===== src/hdl/cmoc_note_fix.sv =====
// Spare design file: holds no logic of its own


===== src/hdl/cmoc_pkg.sv =====
// Package: constants and types for the CAN operating-mode control block
package cmoc_pkg;

  // ----------------------------------------------------------------------
  // Register map (low address nibble decodes, high nibble is ignored)
  // ----------------------------------------------------------------------
  localparam logic [3:0] CMOC_STATUS_OFFSET = 4'hE;
  localparam logic [3:0] CMOC_CONTROL_OFFSET = 4'hF;

  // ----------------------------------------------------------------------
  // Field positions of the mode and clock control register
  // ----------------------------------------------------------------------
  localparam int CMOC_MODE_MSB = 7;
  localparam int CMOC_MODE_LSB = 5;
  localparam int CMOC_ABORT_BIT = 4;
  localparam int CMOC_UNUSED_BIT = 3;
  localparam int CMOC_CLOCK_OUTPUT_ENABLE_BIT = 2;
  localparam int CMOC_DIV_MSB = 1;
  localparam int CMOC_DIV_LSB = 0;

  // ----------------------------------------------------------------------
  // Mode encodings and reset values
  // ----------------------------------------------------------------------
  typedef enum logic [2:0] {
    CMOC_MODE_NORMAL = 3'h0,
    CMOC_MODE_SLEEP = 3'h1,
    CMOC_MODE_LOOPBACK = 3'h2,
    CMOC_MODE_LISTEN = 3'h3,
    CMOC_MODE_CONFIG = 3'h4
  } cmoc_mode_type;

  localparam logic [2:0] CMOC_MODE_RESET = 3'h4;
  localparam logic CMOC_ABORT_RESET = 1'b0;
  localparam logic CMOC_CLOCK_OUTPUT_ENABLE_RESET = 1'b1;
  localparam logic [1:0] CMOC_DIV_RESET = 2'h3;
  localparam logic [7:0] CMOC_READ_IDLE = 8'h00;

  // ----------------------------------------------------------------------
  // Clock output divider: half-period minus one, per divider code
  // ----------------------------------------------------------------------
  localparam logic [1:0] CMOC_DIV_BY1 = 2'h0;
  localparam logic [1:0] CMOC_HALF_DIV2 = 2'h0;
  localparam logic [1:0] CMOC_HALF_DIV4 = 2'h1;
  localparam logic [1:0] CMOC_HALF_DIV8 = 2'h3;

  // Bus level meaning no drive on the transmit pin
  localparam logic CMOC_RECESSIVE = 1'b1;

  // ----------------------------------------------------------------------
  // Mode-change sequencing states (Gray along stable -> wait)
  // ----------------------------------------------------------------------
  typedef enum logic {
    CMOC_MS_STABLE = 1'b0,
    CMOC_MS_WAIT = 1'b1
  } cmoc_mchg_type;

endpackage : cmoc_pkg


===== src/hdl/cmoc_clock_output_pin_div.sv =====
// Clock output pin divider with glitch-free divider switching
`timescale 1ns/100ps
`default_nettype none
module cmoc_clock_output_pin_div (
  input wire logic clk,
  input wire logic reset_n,
  input wire logic outputEnable,
  input wire logic [1:0] divideSelect,
  output logic clockOutputPin,
  output logic clockOutputPinEn
);

  logic [1:0] activeDiv_reg;
  logic [1:0] activeDiv_next;
  logic [1:0] count_reg;
  logic [1:0] count_next;
  logic level_reg;
  logic level_next;
  logic enable_reg;
  logic enable_next;

  // Half-period length minus one for one divider code
  function automatic logic [1:0] halfLength(input logic [1:0] code);
    case (code)
      2'h1: halfLength = cmoc_pkg::CMOC_HALF_DIV2;
      2'h2: halfLength = cmoc_pkg::CMOC_HALF_DIV4;
      2'h3: halfLength = cmoc_pkg::CMOC_HALF_DIV8;
      default: halfLength = cmoc_pkg::CMOC_HALF_DIV2;
    endcase
  endfunction : halfLength

  // Divider and enable only change at the end of a low phase, so no
  // shortened high or low time ever reaches the pin
  always_comb begin
    activeDiv_next = activeDiv_reg;
    count_next = count_reg;
    level_next = level_reg;
    enable_next = enable_reg;
    if (count_reg == halfLength(activeDiv_reg)) begin
      count_next = 2'h0;
      level_next = ~level_reg;
      if (!level_reg) begin
        activeDiv_next = divideSelect;
        enable_next = outputEnable;
      end
    end else begin
      count_next = count_reg + 2'h1;
    end
  end

  always_ff @(posedge clk) begin
    if (!reset_n) begin
      activeDiv_reg <= cmoc_pkg::CMOC_DIV_RESET;
      count_reg <= 2'h0;
      level_reg <= 1'b0;
      enable_reg <= cmoc_pkg::CMOC_CLOCK_OUTPUT_ENABLE_RESET;
    end else begin
      activeDiv_reg <= activeDiv_next;
      count_reg <= count_next;
      level_reg <= level_next;
      enable_reg <= enable_next;
    end
  end

  // Divide by one can only be the oscillator itself; all others are flops
  assign clockOutputPin = (activeDiv_reg == cmoc_pkg::CMOC_DIV_BY1) ? clk : level_reg;
  assign clockOutputPinEn = enable_reg;

endmodule : cmoc_clock_output_pin_div
`default_nettype wire


===== src/hdl/cmoc_mode_ctrl.sv =====
// Operating-mode control: control/status registers, mode sequencing, bus gating
`timescale 1ns/100ps
`default_nettype none
module cmoc_mode_ctrl (
  input wire logic clk,
  input wire logic reset_n,
  input wire logic [7:0] regAddr,
  input wire logic regWrite,
  input wire logic [7:0] regWriteData,
  input wire logic regRead,
  output logic [7:0] regReadData,
  input wire logic [2:0] interruptCode,
  input wire logic txPending,
  input wire logic engineTxBit,
  input wire logic busRxPin,
  output logic busTransmitPin,
  output logic rxPathBit,
  output logic txStartAllowed,
  output logic ackEnable,
  output logic errorSignalEnable,
  output logic ackErrorIgnore,
  output logic acceptErrorFrames,
  output logic filterEnable,
  output logic errorCounterHold,
  output logic abortAllTransmissions,
  output logic sleepActive,
  output logic [2:0] currentMode,
  output logic clockOutputPin,
  output logic clockOutputPinEn
);

  // ----------------------------------------------------------------------
  // Helper functions
  // ----------------------------------------------------------------------

  // True for one of the five defined mode codes
  function automatic logic modeValid(input logic [2:0] code);
    modeValid = (code <= cmoc_pkg::CMOC_MODE_CONFIG);
  endfunction : modeValid

  // Address decode on the low nibble only
  function automatic logic hits(input logic [7:0] addr, input logic [3:0] offset);
    hits = (addr[3:0] == offset);
  endfunction : hits

  // True when the active mode equals one mode code
  function automatic logic modeIs(input logic [2:0] active, input logic [2:0] code);
    modeIs = (active == code);
  endfunction : modeIs

  // ----------------------------------------------------------------------
  // Register state
  // ----------------------------------------------------------------------
  // Control register fields
  logic [2:0] modeRequest_reg;
  logic [2:0] modeRequest_next;
  logic abortRequest_reg;
  logic abortRequest_next;
  logic clockEnable_reg;
  logic clockEnable_next;
  logic [1:0] clockDivider_reg;
  logic [1:0] clockDivider_next;
  // Read data register and the two readable images
  logic [7:0] readData_reg;
  logic [7:0] readData_next;
  logic [7:0] controlImage;
  logic [7:0] statusImage;

  // Control register: invalid mode codes are dropped to keep the field sane
  always_comb begin
    modeRequest_next = modeRequest_reg;
    abortRequest_next = abortRequest_reg;
    clockEnable_next = clockEnable_reg;
    clockDivider_next = clockDivider_reg;
    if (regWrite && hits(regAddr, cmoc_pkg::CMOC_CONTROL_OFFSET)) begin
      if (modeValid(regWriteData[cmoc_pkg::CMOC_MODE_MSB:cmoc_pkg::CMOC_MODE_LSB])) begin
        modeRequest_next = regWriteData[cmoc_pkg::CMOC_MODE_MSB:cmoc_pkg::CMOC_MODE_LSB];
      end
      // Other fields land even when the mode code is dropped
      abortRequest_next = regWriteData[cmoc_pkg::CMOC_ABORT_BIT];
      clockEnable_next = regWriteData[cmoc_pkg::CMOC_CLOCK_OUTPUT_ENABLE_BIT];
      clockDivider_next = regWriteData[cmoc_pkg::CMOC_DIV_MSB:cmoc_pkg::CMOC_DIV_LSB];
    end
  end

  // Reset requests configuration with the clock output at its slowest
  always_ff @(posedge clk) begin
    if (!reset_n) begin
      modeRequest_reg <= cmoc_pkg::CMOC_MODE_RESET;
      abortRequest_reg <= cmoc_pkg::CMOC_ABORT_RESET;
      clockEnable_reg <= cmoc_pkg::CMOC_CLOCK_OUTPUT_ENABLE_RESET;
      clockDivider_reg <= cmoc_pkg::CMOC_DIV_RESET;
    end else begin
      modeRequest_reg <= modeRequest_next;
      abortRequest_reg <= abortRequest_next;
      clockEnable_reg <= clockEnable_next;
      clockDivider_reg <= clockDivider_next;
    end
  end

  // ----------------------------------------------------------------------
  // Mode-change sequencing
  // ----------------------------------------------------------------------
  cmoc_pkg::cmoc_mchg_type changeState_reg;
  cmoc_pkg::cmoc_mchg_type changeState_next;
  logic [2:0] activeMode_reg;
  logic [2:0] activeMode_next;

  // A new request waits until the transmit buffers have drained
  always_comb begin
    changeState_next = changeState_reg;
    activeMode_next = activeMode_reg;
    case (changeState_reg)
      cmoc_pkg::CMOC_MS_STABLE: begin
        // Any difference starts a change
        if (modeRequest_reg != activeMode_reg) begin
          changeState_next = cmoc_pkg::CMOC_MS_WAIT;
        end
      end
      cmoc_pkg::CMOC_MS_WAIT: begin
        if (modeRequest_reg == activeMode_reg) begin
          // Request withdrawn back to the active mode
          changeState_next = cmoc_pkg::CMOC_MS_STABLE;
        end else if (!txPending) begin
          // Buffers drained, so the switch cannot cut a frame
          activeMode_next = modeRequest_reg;
          changeState_next = cmoc_pkg::CMOC_MS_STABLE;
        end
      end
      default: begin
        changeState_next = cmoc_pkg::CMOC_MS_STABLE;
      end
    endcase
  end

  // Sequencer resets straight into configuration
  always_ff @(posedge clk) begin
    if (!reset_n) begin
      changeState_reg <= cmoc_pkg::CMOC_MS_STABLE;
      activeMode_reg <= cmoc_pkg::CMOC_MODE_RESET;
    end else begin
      changeState_reg <= changeState_next;
      activeMode_reg <= activeMode_next;
    end
  end

  // ----------------------------------------------------------------------
  // Register read path
  // ----------------------------------------------------------------------
  // Readable images; unimplemented bits tie to zero
  always_comb begin
    controlImage = cmoc_pkg::CMOC_READ_IDLE;
    controlImage[cmoc_pkg::CMOC_MODE_MSB:cmoc_pkg::CMOC_MODE_LSB] = modeRequest_reg;
    controlImage[cmoc_pkg::CMOC_ABORT_BIT] = abortRequest_reg;
    controlImage[cmoc_pkg::CMOC_UNUSED_BIT] = 1'b0;
    controlImage[cmoc_pkg::CMOC_CLOCK_OUTPUT_ENABLE_BIT] = clockEnable_reg;
    controlImage[cmoc_pkg::CMOC_DIV_MSB:cmoc_pkg::CMOC_DIV_LSB] = clockDivider_reg;
    // Bits 4 and 0 of the status read zero
    statusImage = cmoc_pkg::CMOC_READ_IDLE;
    statusImage[cmoc_pkg::CMOC_MODE_MSB:cmoc_pkg::CMOC_MODE_LSB] = activeMode_reg;
    statusImage[3:1] = interruptCode;
  end

  // Read data is held until the next read; unmapped nibbles answer zero
  always_comb begin
    readData_next = readData_reg;
    if (regRead) begin
      if (hits(regAddr, cmoc_pkg::CMOC_CONTROL_OFFSET)) begin
        readData_next = controlImage;
      end else if (hits(regAddr, cmoc_pkg::CMOC_STATUS_OFFSET)) begin
        readData_next = statusImage;
      end else begin
        readData_next = cmoc_pkg::CMOC_READ_IDLE;
      end
    end
  end

  // Held between reads, so a slow host always sees a steady byte
  always_ff @(posedge clk) begin
    if (!reset_n) begin
      readData_reg <= cmoc_pkg::CMOC_READ_IDLE;
    end else begin
      readData_reg <= readData_next;
    end
  end

  // ----------------------------------------------------------------------
  // Bus gating per active mode
  // ----------------------------------------------------------------------
  // Mode decodes
  logic isNormal;
  logic isLoop;
  logic isListen;
  logic isConfig;
  // Registered pin, path and qualifier copies
  logic busTx_reg;
  logic busTx_next;
  logic rxPath_reg;
  logic rxPath_next;
  logic [8:0] flags_reg;
  logic [8:0] flags_next;

  // One-hot view of the active mode
  assign isNormal = modeIs(activeMode_reg, cmoc_pkg::CMOC_MODE_NORMAL);
  assign isLoop = modeIs(activeMode_reg, cmoc_pkg::CMOC_MODE_LOOPBACK);
  assign isListen = modeIs(activeMode_reg, cmoc_pkg::CMOC_MODE_LISTEN);
  assign isConfig = modeIs(activeMode_reg, cmoc_pkg::CMOC_MODE_CONFIG);

  // Only normal mode may pull the pin; every silent mode leaves it recessive
  always_comb begin
    busTx_next = cmoc_pkg::CMOC_RECESSIVE;
    if (isNormal) begin
      busTx_next = engineTxBit;
    end
    // Loopback feeds the receiver from our own transmitter
    rxPath_next = isLoop ? engineTxBit : busRxPin;
  end

  // Mode qualifiers to the protocol engine, registered with the pins
  always_comb begin
    // Active participation and transmission in normal mode only
    flags_next[0] = isNormal;
    flags_next[1] = isNormal;
    flags_next[2] = isNormal;
    // Silent-mode relaxations
    flags_next[3] = isLoop;
    flags_next[4] = isListen;
    // Filters stay in the path in every mode
    flags_next[5] = 1'b1;
    // Counters frozen while listen-only or configuring; loopback and sleep leave them running
    flags_next[6] = isListen | isConfig;
    // Host abort request and the sleep indication
    flags_next[7] = abortRequest_reg;
    flags_next[8] = modeIs(activeMode_reg, cmoc_pkg::CMOC_MODE_SLEEP);
  end

  // Pins reset recessive; only the counter hold is raised in reset
  always_ff @(posedge clk) begin
    if (!reset_n) begin
      busTx_reg <= cmoc_pkg::CMOC_RECESSIVE;
      rxPath_reg <= cmoc_pkg::CMOC_RECESSIVE;
      flags_reg <= 9'h040;
    end else begin
      busTx_reg <= busTx_next;
      rxPath_reg <= rxPath_next;
      flags_reg <= flags_next;
    end
  end

  // Pin and path copies
  assign busTransmitPin = busTx_reg;
  assign rxPathBit = rxPath_reg;
  // Mode qualifiers to the protocol engine
  assign txStartAllowed = flags_reg[0];
  assign ackEnable = flags_reg[1];
  assign errorSignalEnable = flags_reg[2];
  assign ackErrorIgnore = flags_reg[3];
  assign acceptErrorFrames = flags_reg[4];
  assign filterEnable = flags_reg[5];
  assign errorCounterHold = flags_reg[6];
  assign abortAllTransmissions = flags_reg[7];
  assign sleepActive = flags_reg[8];
  // Register-side views
  assign currentMode = activeMode_reg;
  assign regReadData = readData_reg;

  // ----------------------------------------------------------------------
  // Clock output pin
  // ----------------------------------------------------------------------
  // Enable and divider reach the pin only at a safe point of the divider
  cmoc_clock_output_pin_div clockOut (
    .clk(clk),
    .reset_n(reset_n),
    .outputEnable(clockEnable_reg),
    .divideSelect(clockDivider_reg),
    .clockOutputPin(clockOutputPin),
    .clockOutputPinEn(clockOutputPinEn)
  );

endmodule : cmoc_mode_ctrl
`default_nettype wire


===== config.mk =====
export PLATFORM = sky130hd
export DESIGN_NAME = cmoc_mode_ctrl
export DESIGN_NICKNAME = d
export VERILOG_FILES = /design/src/hdl/cmoc_note_fix.sv /design/src/hdl/cmoc_pkg.sv /design/src/hdl/cmoc_clock_output_pin_div.sv /design/src/hdl/cmoc_mode_ctrl.sv
export SDC_FILE = /design/constraint.sdc
export NUM_CORES = 1
export LEC_CHECK = 0
export ABC_AREA = 1
export CORE_ASPECT_RATIO = 0.6
export CORE_UTILIZATION = 35
export DETAILED_ROUTE_END_ITERATION = 8
export DONT_BUFFER_PORTS = 1
export PLACE_DENSITY = 0.55
export SYNTH_ARGS = -nofsm -noshare
export SYNTH_HDL_FRONTEND = slang
export SYNTH_SLANG_ARGS = --single-unit

===== constraint.sdc =====
create_clock -name clk -period 1.4 [get_ports clk]
set_clock_uncertainty 0.2 [all_clocks]
set_input_delay 0.14 -clock clk [delete_from_list [all_inputs] [get_ports clk]]
set_output_delay 0.14 -clock clk [all_outputs]
set_load 0.03 [all_outputs]

* Word level (Yosys, flattened, before mapping)
Index checks and enable logic that the tools add are counted.
Word-level totals: register bits 36, input port bits 26, output and inout port bits 24, logic and storage cells 52
Operators by class: add/subtract/negate cells 1, order comparisons 1, equality and inequality tests 11, mux-type cells 10, bitwise operators 6, reduce and logical (&&, ||, !) cells 8
Operators with widths (number):
- 2-to-1 mux 8 bit | 2
- equality test 4 bit, second input constant | 2
- equality test 3 x 2 -> 1 bit, second input constant | 2
- 2-to-1 mux 6 bit | 1
- AND reduction 2 bit | 3
- 2-to-1 mux 1 bit | 5
- inverter 1 bit | 5
- equality test 2 bit, second input constant | 2
- case mux 2 bit (2 select lines) | 1
- equality test 3 x 1 -> 1 bit, second input constant | 1
- equality test 3 bit | 1
- equality test 3 bit, second input constant | 1
- less-or-equal comparator 3 bit, second input constant | 1
- logical NOT 3 bit | 1
- inequality test 3 bit | 1
- AND reduction 3 bit | 1
- adder 2 x 1 -> 2 bit, second input constant | 1
- equality test 2 bit | 1
- logical NOT 2 bit | 1
- case mux 1 bit (2 select lines) | 1
- OR reduction 2 bit | 1
- logical AND 1 bit | 1
- bitwise OR 1 bit | 1

* Depth between registers and ports, before layout
Gate-level depths: netlist (run 1).
word-level depth 4, gate-level depth with buffers 7

* Modules after synthesis
From an unflattened synthesis (run 1), not the netlist that was laid out.
Second synthesis, totals: cell total of the unflattened synthesis 188, area, all modules 1450.1 um^2
Modules (own cells, without submodules):
- cmoc_mode_ctrl | times used 1, cells each 146, area an instance 1157.4 um^2, seq. area each 560.5 um^2
- cmoc_clock_output_pin_div | times used 1, cells each 42, area an instance 292.8 um^2, seq. area each 120.1 um^2

==> results of run 1 <==
cells by family after synthesis:
| group | count (synthesis) |
|---|---|
| xor+xnor | 3 |
| buf+inv | 24 |
| flops | 34 |
| simple gates | 107 |
| compound gates | 15 |
cells in the final DEF, fill, tap and decap left out:
cell type and count:
sky130_fd_sc_hd__xnor2_1 3, sky130_fd_sc_hd__bufinv_16 2, sky130_fd_sc_hd__o21ai_4 1, sky130_fd_sc_hd__o21ai_0 3, sky130_fd_sc_hd__inv_1 13, sky130_fd_sc_hd__nand4_1 1, sky130_fd_sc_hd__nor2_1 20, sky130_fd_sc_hd__nor4_1 2
sky130_fd_sc_hd__inv_2 3, sky130_fd_sc_hd__dfxtp_4 1, sky130_fd_sc_hd__inv_4 1, sky130_fd_sc_hd__o211ai_1 2, sky130_fd_sc_hd__nor2_2 1, sky130_fd_sc_hd__o21ai_1 2, sky130_fd_sc_hd__nand2_4 2, sky130_fd_sc_hd__buf_4 16
sky130_fd_sc_hd__dfxtp_1 27, sky130_fd_sc_hd__clkbuf_8 9, sky130_fd_sc_hd__dfxtp_2 6, sky130_fd_sc_hd__a21oi_1 7, sky130_fd_sc_hd__nand2_1 55, sky130_fd_sc_hd__nand3b_1 1, sky130_fd_sc_hd__nor3b_2 1, sky130_fd_sc_hd__nand3_1 22
sky130_fd_sc_hd__nor2_4 2, sky130_fd_sc_hd__dlygate4sd3_1 21
layout make-up:
type | count | area (um2) | area share
Inverter | 17 | 66.31 | 0.03435
Multi-Input combinational cell | 125 | 599.3 | 0.3104
Clock buffer | 9 | 123.9 | 0.06416
Clock inverter | 2 | 60.06 | 0.03111
Tap cell | 47 | 58.81 | 0.03046
Timing Repair Buffer | 37 | 330.3 | 0.1711
Sequential cell | 34 | 691.9 | 0.3584
layer usage:
| metal | vias up | track usage | share of wire | wire length (um) |
|---|---|---|---|---|
| met5 | - | 0 | 0 | 0 |
| met4 | 0 | 0.1433 | 0.023 | 78 |
| met3 | 9 | 0.09444 | 0.082 | 278 |
| li1 | 662 | - | - | - |
| met1 | 581 | 0.2216 | 0.47 | 1595 |
| met2 | 41 | 0.2548 | 0.42 | 1425 |
worst max-delay path, stage by stage:
cell	delay, ps
sky130_fd_sc_hd__clkbuf_8	110
sky130_fd_sc_hd__clkbuf_8	130
sky130_fd_sc_hd__nand2_4	70
sky130_fd_sc_hd__o21ai_4	90
where the power goes:
part	leakage (nW)	switching [mW]	total (mW)	internal, mW
logic	0.488	0.207	0.375	0.168
registers	0.278	0.0830	1.13	1.05
clock network	0.108	0.444	1.40	0.958
total	0.873	0.734	2.91	2.18
how the worst min path moves through the flow:
stage	start	to	slack (ps)
floorplan	reset_n	flags_reg[5]	-30
global placement	reset_n	flags_reg[5]	-30
detailed placement	reset_n	flags_reg[5]	-30
CTS	reset_n	clockEnable_reg	150
global route	reset_n	clockEnable_reg	170
finish	reset_n	modeRequest_reg[2]	180
metrics by stage:
step           worst slack [ps]  cell area [um2]  std cells  TNS, ps
2_1_floorplan             17.31             1353        183        0
3_3_place_gp              116.2             1470        236        0
3_5_place_dp              116.2             1470        236        0
4_1_cts                  -36.03             1897        268   -36.03
5_1_grt                  -88.78             1931        271   -194.5
6_report                 -34.45             1931        271   -34.45
what timing repair did:
action / 4_1_cts / 5_1_grt
hold buffers: 21 / 0
pin swaps: 1 / 0
resized for setup: 10 / 6
buffers inserted: 0 / 3
setup endpoints to repair: 5 / 11
hold endpoints to repair: 34 / 0
==> out/qor.log, run 1 <==
INFO  worst_setup_path setup.worst_path.end_class=output pin
INFO  synthesis      post_syn_area_per_cell=7.377um2
INFO  sta            max_freq=699.0MHz
INFO  worst_setup_path critical_path_arrival=1090ps
INFO  die            placement_rows=17
INFO  placed_design  buffer_ports.inserted=0
INFO  power_and_ir_drop power_per_cell_area=1507nW/um2
INFO  worst_setup_path worst-path-max-fanout=2
INFO  detailed_routing remaining_drc_errors=0
INFO  die            die_w=82.18um
INFO  synthesis      syn_inst=183
INFO  sta            final_hold_violating_endpoints=0
INFO  placed_design  gp_congestion=0.7813
INFO  synthesis      synth.cell_area=1350um2
INFO  synthesis      number_of_nets_in_the_synthesized_netlist=209
INFO  outcome        outcome=finished with violations
INFO  clock_tree     clock_latency=390ps
INFO  sta            minimum_hold_slack=175.2ps
INFO  power_and_ir_drop p_leak=0.8729nW
INFO  run            timing.max_cap.violations=0
INFO  cells_and_area final_layout_size_suffix_gt1_frac=0.2009
INFO  synthesis      synth_seq_cells=34
INFO  worst_setup_path worst-r2r-setup-slack=40ps
INFO  global_route   antenna_violations_before_repair=0
INFO  global_route   grt_overflow_total=0
INFO  detailed_routing routed-via-count=1,293
INFO  die            die-height=50.11um
INFO  synthesis      yosys-top-cells-count=sky130_fd_sc_hd__nand2_1, sky130_fd_sc_hd__dfxtp_1, sky130_fd_sc_hd__nand3_1, sky130_fd_sc_hd__nor2_1, sky130_fd_sc_hd__inv_1
INFO  synthesis      yosys_warnings=0
INFO  global_route   largest_net_degree_at_the_start_of_global_routing=17
INFO  worst_setup_path rr_worst_depth=3
INFO  synthesis      post_synth_num_cell_types=21
INFO  worst_hold_path hold_depth=2
INFO  sta            worst-slew-pin-transition=560.4ps
INFO  sta            slew_violations=0
INFO  cells_and_area largest_reg_flops=8
INFO  cells_and_area area_delta_synth_final=43.00%
INFO  synthesis      synth_ff_type=sky130_fd_sc_hd__dfxtp_1
INFO  sta            max_slew_margin=0.6251
INFO  die            floorplan.initialDensity=0.3669
INFO  synthesis      synth_seq_area_share=0.5042
INFO  sta            grt_setup_unrepaired=true
INFO  synthesis      synth_edf_count=0
INFO  synthesis      yosys.area_share.adder=0
INFO  worst_setup_path critPathKind=clock port to output pin
INFO  detailed_routing avgViaCountPerCell=4.771
INFO  cells_and_area layout.nets=249
INFO  cells_and_area final_util=0.5247
INFO  detailed_routing detail_route.first_pass.iterations=4
INFO  worst_setup_path worst_setup_path_endpoint=clockOutputPin
INFO  placed_design  detailed_place_hpwl=2132um
INFO  synthesis      synth_largest_type_area_fraction=0.5042
INFO  synthesis      synth-xor-area-share=0.01946
INFO  worst_setup_path setup.worst_path.start_class=clock port
INFO  global_route   grt_pass1_wl=5388um
INFO  synthesis      synth.most_common_cell=sky130_fd_sc_hd__nand2_1
INFO  cells_and_area nFillCells=339
INFO  power_and_ir_drop ir_worst_vdd=0.6832mV
INFO  power_and_ir_drop final_power=2.909mW
INFO  sta            finalCritPeriodShare=1.025
INFO  clock_tree     cts_tree=yes
INFO  worst_hold_path hold_path_class=input port to flip-flop
INFO  detailed_routing postRouteWirelength=3378um
INFO  synthesis      synth_simple_gate_area_frac=0.3401
INFO  worst_setup_path worstReg2RegEnd=clockEnable_reg
INFO  synthesis      ys_async_sr_fraction=0
INFO  worst_setup_path cp.required=1060ps
INFO  die            ioPinCount=50
INFO  global_route   grt_pass1_vias=1,233
INFO  synthesis      dominant_cell_type_by_area_after_synthesis=sky130_fd_sc_hd__dfxtp_1
INFO  detailed_routing drt-wirelength-per-cell=12.46um
INFO  synthesis      synth_compound_area_frac=0.05931
INFO  global_route   track_usage=0.1878
INFO  detailed_routing drt_first_iter_violations=86
INFO  clock_tree     clkTransAtPathRegs=60ps
INFO  synthesis      synth_area_leaders=sky130_fd_sc_hd__dfxtp_1, sky130_fd_sc_hd__nand2_1, sky130_fd_sc_hd__nand3_1, sky130_fd_sc_hd__nor2_1, sky130_fd_sc_hd__inv_1
INFO  synthesis      post_synth_mux_area_share=0
INFO  detailed_routing post_detailed_route_count_of_antenna_violating_nets=0
INFO  worst_setup_path startpoint=clk
INFO  sta            finalSetupViolCount=3
INFO  synthesis      synth_top_family_by_area=simple AND/OR/NAND/NOR gates
INFO  die            floorplan.core_area=3680um2
INFO  die            design.die.area=4118um2
INFO  sta            min_tclk_post_route=1434ps
INFO  sta            setup_ws=-34.45ps
INFO  worst_setup_path worstReg2RegStart=clockEnable_reg
INFO  outcome        failed_checks=setup timing
INFO  cells_and_area antenna_cells=0
Power figures use the tool's default switching activity.
==> run 2: changes to the inputs <==
--- a/config.mk
+++ b/config.mk
@@ -8,9 +8,11 @@
 export ABC_AREA = 1
 export CORE_ASPECT_RATIO = 0.6
 export CORE_UTILIZATION = 35
+export CTS_CLUSTER_DIAMETER = 200
 export DETAILED_ROUTE_END_ITERATION = 8
 export DONT_BUFFER_PORTS = 1
 export PLACE_DENSITY = 0.55
+export REMOVE_ABC_BUFFERS = 1
 export SYNTH_ARGS = -nofsm -noshare
 export SYNTH_HDL_FRONTEND = slang
 export SYNTH_SLANG_ARGS = --single-unit
==> run 2 against run 1 <==
The flow still finishes with violations (setup timing). Global-route usage decreased by 0.27 points. First-iteration DRC count shrank 19%. Register-to-register slack better by 20 ps. Die area stayed put. Largest power group is now registers. Design area shrank 3.6%. Routed wire length fell by 1.9%. Clock power down 37%. Non-clock buffer count grew 1. Highest routed layer unchanged. Sequential power hardly changed. Critical endpoint unchanged. Combinational power increased by 9.3%.
==> out/qor.log, run 2 (synthesis results as in run 1) <==
INFO  placed_design  detailed_place_hpwl=2194um
INFO  die            placement_rows=17
INFO  detailed_routing drt-wirelength-per-cell=12.27um
INFO  sta            grt_setup_unrepaired=true
INFO  detailed_routing routed-via-count=1,273
INFO  cells_and_area finish.cell_count_without_fillers=270
INFO  power_and_ir_drop netSwitchingFraction=0.2878
INFO  worst_setup_path worstReg2RegStart=clockDivider_reg[0]
INFO  sta            min_tclk_post_route=1410ps
INFO  global_route   track_usage=0.1851
INFO  cells_and_area mostFrequentLayoutCell=sky130_fd_sc_hd__nand2_1
INFO  power_and_ir_drop clkPwrFrac=0.363
INFO  sta            worst-slew-pin-transition=603.7ps
INFO  sta            minimum_hold_slack=176.4ps
INFO  worst_hold_path hold_path_class=input port to flip-flop
INFO  power_and_ir_drop power_per_cell_area=1299nW/um2
INFO  clock_tree     clkTransAtPathRegs=60ps
INFO  cells_and_area final_layout_size_suffix_gt1_frac=0.1973
INFO  global_route   grt_pass1_vias=1,229
INFO  outcome        outcome=finished with violations
INFO  placed_design  gp_congestion=0.7510
INFO  power_and_ir_drop switching_power=0.6961mW
INFO  sta            slew_violations=0
INFO  global_route   largest_net_degree_at_the_start_of_global_routing=17
INFO  sta            max_slew_margin=0.5962
INFO  power_and_ir_drop ir_worst_vdd=0.6543mV
INFO  worst_setup_path crit_path_max_incr_delay=330ps
INFO  global_route   grt_pass1_wl=5382um
INFO  worst_setup_path worst_path_dominant_cell_family=flip-flops
INFO  cells_and_area antenna_cells=0
INFO  worst_setup_path cp.buffers_inverters=0
INFO  global_route   antenna_violations_before_repair=0
INFO  global_route   layer_with_the_highest_usage_after_global_routing=met2
INFO  detailed_routing postRouteWirelength=3314um
INFO  die            ioPinCount=50
INFO  sta            finalCritPeriodShare=1.007
INFO  sta            final_hold_violating_endpoints=0
INFO  detailed_routing drt_first_iter_violations=70
INFO  global_route   global_route.usage.met1=0.2369
INFO  worst_setup_path critPathKind=flip-flop to output pin
INFO  placed_design  buffer_ports.inserted=0
INFO  sta            setup_ws=-9.876ps
INFO  worst_setup_path cp_cell_sequence=nor2_4 > nand2_4 > o21ai_4
INFO  worst_setup_path setup.worst_path.end_class=output pin
INFO  sta            max_freq=709.3MHz
INFO  detailed_routing post_detailed_route_count_of_antenna_violating_nets=0
INFO  placed_design  numPlacedInstances=240
INFO  cells_and_area final_cell_mix=sky130_fd_sc_hd__nand2_1, sky130_fd_sc_hd__dfxtp_1, sky130_fd_sc_hd__nand3_1
INFO  cells_and_area area_delta_synth_final=37.91%
INFO  worst_hold_path hold_start=reset_n
INFO  clock_tree     cts_tree=yes
INFO  sta            final.setup.tns=-9.876ps
INFO  worst_setup_path timing.critical_path.slowest_stage_cell=sky130_fd_sc_hd__dfxtp_2
INFO  sta            finalSetupViolCount=2
INFO  worst_setup_path worst-path-max-fanout=2
INFO  global_route   grt_overflow_total=0
INFO  die            die-height=50.11um
INFO  power_and_ir_drop internal_power=1.722mW
INFO  power_and_ir_drop pwr-share-comb=0.169
INFO  die            design.die.area=4118um2
INFO  cells_and_area largest_reg_flops=8
INFO  global_route   global_route.usage.met3=0.07222
INFO  power_and_ir_drop seqPwrFrac=0.468
INFO  cells_and_area layout.nets=249
INFO  worst_setup_path cp.required=1060ps
INFO  global_route   use_met2=0.2452
INFO  worst_setup_path startpoint=clockOut.activeDiv_reg[0]
INFO  outcome        failed_checks=setup timing
INFO  power_and_ir_drop p_leak=0.8356nW
INFO  run            timing.max_cap.violations=0
INFO  detailed_routing detail_route.first_pass.iterations=4
INFO  die            die_w=82.18um
INFO  detailed_routing remaining_drc_errors=0
INFO  die            floorplan.core_area=3680um2
INFO  die            floorplan.initialDensity=0.3669
INFO  detailed_routing avgViaCountPerCell=4.715
INFO  worst_setup_path critical_path_arrival=1070ps
INFO  clock_tree     clock_latency=380ps
INFO  worst_setup_path setup.worst_path.start_class=flip-flop
run 2: changes by cell type in the layout (fill, tap and decap cells not counted):
cell                        change
sky130_fd_sc_hd__bufinv_16      -2
sky130_fd_sc_hd__buf_6          +1
sky130_fd_sc_hd__clkinv_2       +1
sky130_fd_sc_hd__xnor2_2        +1
sky130_fd_sc_hd__dfxtp_4        -1
sky130_fd_sc_hd__inv_4          -1
sky130_fd_sc_hd__dfxtp_1        -1
sky130_fd_sc_hd__nand2_4        -1
sky130_fd_sc_hd__clkbuf_1       +2
sky130_fd_sc_hd__clkbuf_8       -2
sky130_fd_sc_hd__xnor2_1        -1
sky130_fd_sc_hd__nand2_2        +1
sky130_fd_sc_hd__dfxtp_2        +2
run 2: timing repair:
action	CTS	global route
hold buffers	21	0
hold endpoints to repair	34	0
gates resized for setup	11	8
buffers inserted	0	0
pin swaps	2	6
setup endpoints to repair	4	16
run 2: final timing paths:
kind                               to  cells past startpoint  slack (ps)
hold / removal    clockDivider_reg[1]                      2         180
setup / recovery       clockOutputPin                      3         -10
setup reg to reg  clockDivider_reg[0]                      3          60
hold reg to reg        regReadData[4]                      2         290
run 2: metrics by stage:
step / setup WS [ps] / instance area [um2] / power, mW / utilization
6_report: -9.876 / 1862 / 2.419 / 0.5060
3_5_place_dp: -11.43 / 1498 / 1.503 / 0.4070
4_1_cts: -4.641 / 1844 / 2.417 / 0.5012
2_1_floorplan: -57.99 / 1311 / 1.399 / -
3_3_place_gp: 4.086 / 1498 / 1.488 / 0.4070
5_1_grt: -66.28 / 1862 / 2.553 / 0.5060
run 2: power by group through the flow:
| stage | Sequential [mW] | Combinational [mW] | Clock [mW] |
|---|---|---|---|
| detailed placement | 1.13 | 0.330 | 0.0390 |
| finish | 1.13 | 0.410 | 0.877 |
| CTS | 1.12 | 0.391 | 0.905 |
| floorplan | 1.16 | 0.204 | 0.0391 |
| global route | 1.14 | 0.447 | 0.968 |
| global placement | 1.13 | 0.321 | 0.0390 |
run 2: final cells by class:
type | instances | area, um2
Multi-Input combinational cell | 125 | 601.8
Inverter | 17 | 65.06
Clock buffer | 9 | 103.9
Tap cell | 47 | 58.81
Sequential cell | 34 | 690.7
Fill cell | 356 | 1818
Timing Repair Buffer | 38 | 341.6
run 2: layer usage:
| metal | share of wire | vias up |
|---|---|---|
| li1 | - | 657 |
| met1 | 0.51 | 561 |
| met2 | 0.43 | 49 |
| met3 | 0.053 | 6 |
| met4 | 0.011 | 0 |
| met5 | 0 | - |
run 2: worst register-to-register path, delay by kind of cell (launching register included):
kind	cells	cell delay [ps]
buffers and inverters	1	550
flip-flops	1	340
AND/OR/NAND/NOR	2	140
